## src/agpbc_params.svh

```systemverilog
// ==========================================================
`ifndef AGPBC_PARAMS_SVH
`define AGPBC_PARAMS_SVH
// ==========================================================
// register offsets
`define AGPBC_OFF_CMD 8'h04
`define AGPBC_OFF_STAT 8'hF0
`define AGPBC_OFF_ABCNT 8'hF4
`define AGPBC_OFF_ACCNT 8'hF8
// ==========================================================
// command field positions
`define AGPBC_BIT_IO 0
`define AGPBC_BIT_MEM 1
`define AGPBC_BIT_BME 2
// ==========================================================
// reset values
`define AGPBC_CMD_RST 3'h0
`define AGPBC_CNT_RST 8'h00
// ==========================================================
// vga window, address bits 31:17
`define AGPBC_VGA_TAG 15'h0005
`endif

```

## src/agpbc_pkg.sv

```systemverilog
package agpbc_pkg;
  // framed request from the secondary-side master
  typedef struct packed {
    logic valid;
    logic is_io;
    logic is_write;
    logic [31:0] addr;
  } agpbc_req_s;
  // sideband or pipelined request
  typedef struct packed {
    logic valid;
    logic is_pipe;
    logic [31:0] addr;
  } agpbc_sba_s;
  // forwarding ranges held elsewhere in the bridge
  typedef struct packed {
    logic [15:0] mem_range_base;
    logic [15:0] mem_range_limit;
    logic [15:0] prefetch_range_base;
    logic [15:0] prefetch_range_limit;
    logic [7:0] io_range_base;
    logic [7:0] io_range_limit;
  } agpbc_ranges_s;
  // decode hits
  typedef struct packed {
    logic mem;
    logic pref;
    logic vga;
    logic io;
  } agpbc_hit_s;
  typedef enum logic [3:0] {
    AGPBC_IDLE = 4'h1,
    AGPBC_DECIDE = 4'h2,
    AGPBC_CLAIM = 4'h4,
    AGPBC_ABORT = 4'h8
  } agpbc_state_e;
endpackage

```

## src/agpbc_top.sv

```systemverilog
// Implementation choices: the placing of the registers and the plain strobed port.
`timescale 1ns/1ps
`include "agpbc_params.svh"
module agpbc_top import agpbc_pkg::*; (
  input wire logic mclk,
  input wire logic nrst,
  input wire logic [7:0] reg_addr,
  input wire logic [15:0] reg_wdata,
  input wire logic reg_wr,
  input wire logic reg_rd,
  output logic [15:0] reg_rdata,
  input wire agpbc_ranges_s ranges,
  input wire agpbc_req_s frame_req,
  output logic frame_ready,
  output logic frame_claim,
  output logic frame_master_abort,
  output agpbc_hit_s frame_route,
  input wire agpbc_sba_s sba_req,
  output agpbc_sba_s sba_fwd,
  output logic master_accept_enable,
  output logic memory_window_enable,
  output logic io_window_enable
);
  // ==========================================================
  // register bus decode
  wire sel_cmd = (reg_addr == `AGPBC_OFF_CMD);
  wire sel_stat = (reg_addr == `AGPBC_OFF_STAT);
  wire sel_abcnt = (reg_addr == `AGPBC_OFF_ABCNT);
  wire sel_accnt = (reg_addr == `AGPBC_OFF_ACCNT);
  wire wr_cmd = reg_wr && sel_cmd;
  wire wr_stat = reg_wr && sel_stat;
  wire wr_abcnt = reg_wr && sel_abcnt;
  wire wr_accnt = reg_wr && sel_accnt;

  logic [15:0] cmd_view;

  // command register with its three enables
  agpbc_cmd_reg u_cmd (
    .mclk(mclk),
    .nrst(nrst),
    .wr_cmd(wr_cmd),
    .wdata(reg_wdata),
    .master_accept_enable(master_accept_enable),
    .memory_window_enable(memory_window_enable),
    .io_window_enable(io_window_enable),
    .cmd_view(cmd_view)
  );

  // ==========================================================
  // framed request capture
  agpbc_state_e state_r;
  agpbc_state_e state_nxt;
  logic [31:0] addr_r;
  logic [31:0] addr_nxt;
  logic is_io_r;
  logic is_io_nxt;
  agpbc_hit_s hit_now;
  logic hit_any;
  agpbc_hit_s route_r;
  agpbc_hit_s route_nxt;

  // a request is taken only when idle
  assign frame_ready = (state_r == AGPBC_IDLE);
  wire take = frame_req.valid && frame_ready;

  assign addr_nxt = take ? frame_req.addr : addr_r;
  assign is_io_nxt = take ? frame_req.is_io : is_io_r;

  // address decode against the forwarding windows
  agpbc_decode u_dec (
    .addr(addr_r),
    .is_io(is_io_r),
    .memory_window_enable(memory_window_enable),
    .io_window_enable(io_window_enable),
    .ranges(ranges),
    .hit(hit_now),
    .hit_any(hit_any)
  );

  // claim only with master accept enabled and a window hit
  wire accept = master_accept_enable && hit_any;

  // ==========================================================
  // decision state machine
  always_comb begin
    state_nxt = state_r;
    unique case (state_r)
      AGPBC_IDLE: begin
        if (take) begin
          state_nxt = AGPBC_DECIDE;
        end
      end
      AGPBC_DECIDE: begin
        if (accept) begin
          state_nxt = AGPBC_CLAIM;
        end else begin
          state_nxt = AGPBC_ABORT;
        end
      end
      AGPBC_CLAIM: begin
        state_nxt = AGPBC_IDLE;
      end
      AGPBC_ABORT: begin
        state_nxt = AGPBC_IDLE;
      end
      default: begin
        state_nxt = AGPBC_IDLE;
      end
    endcase
  end

  // route is latched with the decision and cleared on abort
  assign route_nxt = (state_r == AGPBC_DECIDE) ?
                     (accept ? hit_now : 4'h0) : route_r;

  // state and captured request
  always_ff @(posedge mclk) begin
    if (!nrst) begin
      state_r <= AGPBC_IDLE;
      addr_r <= 32'h00000000;
      is_io_r <= 1'b0;
      route_r <= 4'h0;
    end else begin
      state_r <= state_nxt;
      addr_r <= addr_nxt;
      is_io_r <= is_io_nxt;
      route_r <= route_nxt;
    end
  end

  // answers come straight from the state flops
  assign frame_claim = (state_r == AGPBC_CLAIM);
  assign frame_master_abort = (state_r == AGPBC_ABORT);
  assign frame_route = route_r;

  // ==========================================================
  // sideband and pipelined requests, never gated
  agpbc_sba_s sba_r;

  always_ff @(posedge mclk) begin
    if (!nrst) begin
      sba_r <= '0;
    end else begin
      sba_r <= sba_req;
    end
  end

  assign sba_fwd = sba_r;

  // ==========================================================
  // decision statistics
  function automatic logic [7:0] cnt_step(input logic [7:0] c, input logic inc,
                                          input logic clr);
    logic [7:0] base;
    base = clr ? 8'h00 : c;
    cnt_step = (inc && base != 8'hFF) ? base + 8'h01 : base;
  endfunction

  logic [7:0] abcnt_r;
  logic [7:0] abcnt_nxt;
  logic [7:0] accnt_r;
  logic [7:0] accnt_nxt;
  logic abort_seen_r;
  logic abort_seen_nxt;
  logic claim_seen_r;
  logic claim_seen_nxt;

  // counters saturate; a clear in the count cycle still keeps the event
  assign abcnt_nxt = cnt_step(abcnt_r, frame_master_abort, wr_abcnt);
  assign accnt_nxt = cnt_step(accnt_r, frame_claim, wr_accnt);

  // sticky flags, write one to clear, a new event wins
  assign abort_seen_nxt = frame_master_abort ||
                          (abort_seen_r && !(wr_stat && reg_wdata[0]));
  assign claim_seen_nxt = frame_claim ||
                          (claim_seen_r && !(wr_stat && reg_wdata[1]));

  always_ff @(posedge mclk) begin
    if (!nrst) begin
      abcnt_r <= `AGPBC_CNT_RST;
      accnt_r <= `AGPBC_CNT_RST;
      abort_seen_r <= 1'b0;
      claim_seen_r <= 1'b0;
    end else begin
      abcnt_r <= abcnt_nxt;
      accnt_r <= accnt_nxt;
      abort_seen_r <= abort_seen_nxt;
      claim_seen_r <= claim_seen_nxt;
    end
  end

  // ==========================================================
  // read data, one cycle after the strobe
  wire [15:0] stat_view = {8'h00, 3'h0, memory_window_enable, io_window_enable,
                           frame_ready, claim_seen_r, abort_seen_r};
  wire [15:0] rd_sel = sel_cmd ? cmd_view :
                       sel_stat ? stat_view :
                       sel_abcnt ? {8'h00, abcnt_r} :
                       sel_accnt ? {8'h00, accnt_r} : 16'h0000;
  logic [15:0] rdata_r;
  logic [15:0] rdata_nxt;

  // data stands only in the cycle after the strobe
  assign rdata_nxt = reg_rd ? rd_sel : 16'h0000;

  always_ff @(posedge mclk) begin
    if (!nrst) begin
      rdata_r <= 16'h0000;
    end else begin
      rdata_r <= rdata_nxt;
    end
  end

  assign reg_rdata = rdata_r;
endmodule

```

## src/agpbc_cmd_reg.sv

```systemverilog
`timescale 1ns/1ps
`include "agpbc_params.svh"
module agpbc_cmd_reg import agpbc_pkg::*; (
  input wire logic mclk,
  input wire logic nrst,
  input wire logic wr_cmd,
  input wire logic [15:0] wdata,
  output logic master_accept_enable,
  output logic memory_window_enable,
  output logic io_window_enable,
  output logic [15:0] cmd_view
);
  logic [2:0] en_r;
  logic [2:0] en_nxt;

  // only the three enables take write data
  assign en_nxt = wr_cmd ? wdata[2:0] : en_r;

  // ==========================================================
  // storage
  always_ff @(posedge mclk) begin
    if (!nrst) begin
      en_r <= `AGPBC_CMD_RST;
    end else begin
      en_r <= en_nxt;
    end
  end

  assign master_accept_enable = en_r[`AGPBC_BIT_BME];
  assign memory_window_enable = en_r[`AGPBC_BIT_MEM];
  assign io_window_enable = en_r[`AGPBC_BIT_IO];

  // read view: upper byte and bits 7:3 are constant zero
  assign cmd_view = {8'h00, 1'b0,
                     1'b0,
                     1'b0,
                     2'b00,
                     en_r};
endmodule

```

## src/agpbc_decode.sv

```systemverilog
`timescale 1ns/1ps
`include "agpbc_params.svh"
module agpbc_decode import agpbc_pkg::*; (
  input wire logic [31:0] addr,
  input wire logic is_io,
  input wire logic memory_window_enable,
  input wire logic io_window_enable,
  input wire agpbc_ranges_s ranges,
  output agpbc_hit_s hit,
  output logic hit_any
);
  // inclusive window compare on upper address bits
  function automatic logic in_win(input logic [11:0] a, input logic [11:0] lo,
                                  input logic [11:0] hi);
    in_win = (a >= lo) && (a <= hi);
  endfunction

  wire mem_raw = in_win(addr[31:20], ranges.mem_range_base[15:4],
                        ranges.mem_range_limit[15:4]);
  wire pref_raw = in_win(addr[31:20], ranges.prefetch_range_base[15:4],
                         ranges.prefetch_range_limit[15:4]);
  wire vga_raw = (addr[31:17] == `AGPBC_VGA_TAG);
  wire io_raw = (addr[31:16] == 16'h0000) &&
                in_win({8'h00, addr[15:12]}, {8'h00, ranges.io_range_base[7:4]},
                       {8'h00, ranges.io_range_limit[7:4]});

  // memory space gated by the memory window enable
  assign hit.mem = !is_io && memory_window_enable && mem_raw;
  assign hit.pref = !is_io && memory_window_enable && pref_raw;
  assign hit.vga = !is_io && memory_window_enable && vga_raw;
  // io space gated by the io window enable
  assign hit.io = is_io && io_window_enable && io_raw;
  assign hit_any = hit.mem | hit.pref | hit.vga | hit.io;
endmodule

```

## config.mk

```make
export PLATFORM = sky130hd
export DESIGN_NAME = agpbc_top
export DESIGN_NICKNAME = d
export VERILOG_FILES = /design/src/agpbc_pkg.sv /design/src/agpbc_top.sv /design/src/agpbc_cmd_reg.sv /design/src/agpbc_decode.sv
export VERILOG_INCLUDE_DIRS = /design/src
export SDC_FILE = /design/constraint.sdc
export NUM_CORES = 1
export LEC_CHECK = 0
export BUFFER_PORTS_ARGS = -buffer_cell sky130_fd_sc_hd__buf_2
export CORE_MARGIN = 1
export CORE_UTILIZATION = 47
export CTS_CLUSTER_DIAMETER = 30
export DETAILED_ROUTE_END_ITERATION = 8
export HOLD_SLACK_MARGIN = 0.03
export PLACE_DENSITY = 0.77
export SYNTH_ARGS = -nofsm -noshare
export SYNTH_HDL_FRONTEND = slang
export SYNTH_SLANG_ARGS = --single-unit
```

## constraint.sdc

```tcl
create_clock -name mclk -period 2.6 [get_ports mclk]
set_input_delay 0.13 -clock mclk [delete_from_list [all_inputs] [get_ports mclk]]
set_output_delay 0.13 -clock mclk [all_outputs]
set_load 0.02 [all_outputs]
```

==> metrics.log <==
INFO  metric path_depth = 7
INFO  metric slew-limit-headroom = 0.4496
INFO  metric sequential_cell_area = 1842 um^2
INFO  metric cts-root-to-sink-buffers = 2
INFO  metric vdd_drop_max = 283.3 uV
INFO  metric critPathKind = reg -> reg
INFO  metric dr_total_vias = 4678
INFO  metric regToRegStartpoint = addr_r[24]
INFO  metric timing.critical_path.cells = ha_1 > a21o_1 > a21oi_1 > o21ai_0 > a31oi_1 > nor2_1 > o311a_1
INFO  metric route.detailed.drc = 0
INFO  metric drt_pass1_iterations = 4
INFO  metric largest_net_degree_at_the_start_of_global_routing = 78
INFO  metric crit_path_start_kind = flip-flop
INFO  metric critical-path-top-delay-family = compound AO/OA/AOI/OAI gates
INFO  metric grt_antenna_before_repair = 0
INFO  metric setup_viol = 0
INFO  metric place.detailed.hpwl = 9.040 mm
INFO  metric syn_avg_cell_area = 8.665 um^2
INFO  metric total_power = 3.079 mW
INFO  metric reg2reg_depth = 7
INFO  metric worst_slew_pin_slew = 0.8141 ns
INFO  metric critical_path_arrival = 2.42 ns
INFO  metric crit_fanout = 6
INFO  metric cp_slowest_stage_delay = 0.51 ns
INFO  metric cts_tree = done
INFO  metric final_antenna_net_count = 0
INFO  metric worstPathRequired = 2.84 ns
INFO  metric cts_resized = 0
INFO  metric clkLatencyLatePin = 0.35 ns
INFO  metric num_io_pins = 237
INFO  metric status = complete, no violations
INFO  metric critical_path.reg2reg.endpoint = state_r[2]
INFO  metric worst_slack = 0.4221 ns
INFO  metric syn_inst = 562
INFO  metric design.die.area = 10770 um^2
INFO  metric fin_skew = 0.01024 ns
INFO  metric timing_max_transition_violations_final = 0
INFO  metric synth_seq_area_share = 0.3782
INFO  metric synth_common_cells = 92 x sky130_fd_sc_hd__dfxtp_1, 77 x sky130_fd_sc_hd__nand2_1, 58 x sky130_fd_sc_hd__ha_1
INFO  metric die_y = 103.8 um
INFO  metric setup.worst_path.end = state_r[2]
INFO  metric finalHoldViolCount = 0
INFO  metric buffer_ports.inserted = 178
INFO  metric cell_area_placed = 5874 um^2
INFO  metric gp_congestion = 0.8366
INFO  metric globalRouteTotalUtil = 0.2415
INFO  metric cpMaxStageDelayCell = sky130_fd_sc_hd__dfxtp_1
INFO  metric area_delta_synth_final = 34.04%
INFO  metric tritoncts_num_sinks = 92
INFO  metric num_cts_buffers = 9
INFO  metric total_area_of_multi_input_combinational_cells = 2724 um^2
INFO  metric cp-startpoint = addr_r[24]
INFO  metric most_used_standard_cell_by_instance_count_after_synthesis = sky130_fd_sc_hd__dfxtp_1
INFO  metric synth_edf_count = 0
INFO  metric fmaxAchievable = 459.2 MHz
INFO  metric finalCriticalPeriod = 2.178 ns
INFO  metric post_route_cells_drive_above_1_share = 0.2668
INFO  metric cts.clk_slew.worst_paths = 0.09 ns
INFO  metric grt_remaining_overflow = 0
INFO  metric worst_hold_path_type = in -> reg
INFO  metric starting_density = 0.4914
INFO  metric rows = 36
INFO  metric cell_taking_the_most_area_after_synthesis = sky130_fd_sc_hd__dfxtp_1
INFO  metric worst_setup_path_end_kind = flip-flop
INFO  metric synth_top_area_share = 0.3782
INFO  metric dominantRegCellSynth = sky130_fd_sc_hd__dfxtp_1
INFO  metric rrSetupSlack = 0.42 ns
INFO  metric power.leakage = 3.251 nW
INFO  metric chipWidth = 103.8 um
INFO  metric antenna-diode-count = 0
INFO  metric final_min_period_over_clock_period = 0.8376
INFO  metric drv_cap = 0
INFO  metric drt-total-wl = 12.79 mm
INFO  metric postSynthRegisterBits = 92
INFO  metric floorplan.core_area = 9910 um^2
INFO  metric synth.lib_cells_used.distinct = 52
INFO  metric async_reset_ff_frac = 0
INFO  metric dpl_worst_slack = 0.2969 ns
INFO  metric power_density = 471.7 nW/um^2
INFO  metric htree_num_levels = 3
INFO  metric dr.first_iter.drc_count = 198
INFO  metric routedWlPerCell = 13.90 um
INFO  metric routed_via_density = 5.085
INFO  metric yosysWarnings = 0
INFO  metric finish.instance_area = 6528 um^2
INFO  metric design.final.nets = 1018
INFO  metric number_of_global_route_vias_before_repair = 4829
INFO  metric global_route_wire_length_before_repair = 21.30 mm
INFO  metric num-fill-cells = 821
INFO  metric grt_setup_unrepaired = no
INFO  metric critPathBufInv = 0
INFO  metric synthesis.area = 4870 um^2
INFO  metric ys_top_cells_by_area = sky130_fd_sc_hd__dfxtp_1 38%, sky130_fd_sc_hd__ha_1 15%, sky130_fd_sc_hd__and2_1 6.3%, sky130_fd_sc_hd__nand2_1 5.9%, sky130_fd_sc_hd__inv_1 4.2%
INFO  metric finalSetupTns = 0 ns
INFO  metric cts_root_buffer = sky130_fd_sc_hd__clkbuf_8
metal layers:
layer	up-vias	GRT usage	share of wire
met5	-	0	0
met1	2113	0.2680	0.41
met4	0	0.09286	0.025
met3	30	0.05601	0.064
met2	189	0.4444	0.50
li1	2346	-	-
state kept, by name, indices dropped and copies added, names as in the netlist:
signal        cells
u_cmd.en_r        3
abort_seen_r      1
accnt_r           8
reg_rdata         8
abcnt_r           8
addr_r           20
state_r           4
is_io_r           1
sba_fwd          34
claim_seen_r      1
frame_route       4
worst min-delay path, stage by stage:
cell and delay (ns):
sky130_fd_sc_hd__buf_2 0.10, sky130_fd_sc_hd__nand2_1 0.05, sky130_fd_sc_hd__a21boi_1 0.05
power breakdown:
group          internal [mW]  switching [mW]  total, mW  leakage [nW]
logic                  0.260           0.276      0.536          2.39
registers               1.46          0.0407       1.50         0.754
clock network          0.567           0.475       1.04         0.109
total                   2.29           0.792       3.08          3.25
how the worst min path moves through the flow:
| stage | start | to | slack, ns | depth (start not counted) |
|---|---|---|---|---|
| 2_1_floorplan | sba_req[0] | sba_fwd[0] | 0.26 | 1 |
| 3_3_place_gp | sba_req[25] | sba_fwd[25] | 0.33 | 2 |
| 3_5_place_dp | sba_req[2] | sba_fwd[2] | 0.34 | 2 |
| 4_1_cts | frame_req[18] | addr_r[18] | 0.03 | 3 |
| 5_1_grt | frame_req[28] | addr_r[28] | 0.03 | 3 |
| 6_report | frame_req[18] | addr_r[18] | 0.04 | 3 |
placed cells by master, fill, tap and decap left out, types with 5 or more instances in the layout:
cell and n:
sky130_fd_sc_hd__buf_2 178, sky130_fd_sc_hd__dfxtp_1 92, sky130_fd_sc_hd__nand2_1 77, sky130_fd_sc_hd__ha_1 58, sky130_fd_sc_hd__inv_1 55, sky130_fd_sc_hd__and2_1 49, sky130_fd_sc_hd__dlygate4sd3_1 43, sky130_fd_sc_hd__a21oi_1 25
sky130_fd_sc_hd__a21boi_0 23, sky130_fd_sc_hd__nor2_1 20, sky130_fd_sc_hd__nand4_1 17, sky130_fd_sc_hd__nand3_1 16, sky130_fd_sc_hd__o21ai_0 11, sky130_fd_sc_hd__xor2_1 10, sky130_fd_sc_hd__clkbuf_8 10, sky130_fd_sc_hd__nor2b_1 9
sky130_fd_sc_hd__conb_1 8, sky130_fd_sc_hd__and3_1 6, sky130_fd_sc_hd__buf_4 6, sky130_fd_sc_hd__a22oi_1 5, sky130_fd_sc_hd__a21o_1 5, sky130_fd_sc_hd__a211oi_1 5
logic make-up after synthesis:
logic type / count (synthesis) / synth area share
other: 1 / 0.0007701
flip-flops: 92 / 0.3782
AND/OR/NAND/NOR: 221 / 0.2395
multiplexers: 2 / 0.004111
buffers and inverters: 79 / 0.06783
AO/OA/AOI/OAI: 97 / 0.1390
adder cells (fa/ha/maj): 58 / 0.1490
XOR/XNOR: 12 / 0.02158
timing repair:
| action | in CTS | in global routing |
|---|---|---|
| hold endpoints to repair | 43 | 0 |
| hold buffers | 43 | 0 |
| setup endpoints to repair | 0 | 0 |
| setup buffers | 0 | 0 |
stage by stage:
step           instances  hold slack, ns    util
5_1_grt              920         0.03350  0.6587
2_1_floorplan        569          0.2573       -
3_3_place_gp         862          0.3341  0.5928
4_1_cts              920         0.03162  0.6587
6_report             920         0.04039  0.6587
3_5_place_dp         862          0.3394  0.5928
area by class of cell:
cell class | count | share of cell area
sequential | 92 | 0.2822
tap | 133 | 0.02549
timing repair buffer | 227 | 0.2093
clock inverter | 5 | 0.01303
inverter | 55 | 0.03163
multi-input combinational | 398 | 0.4173
clock buffer | 10 | 0.02108
Power figures use the tool's default switching activity.
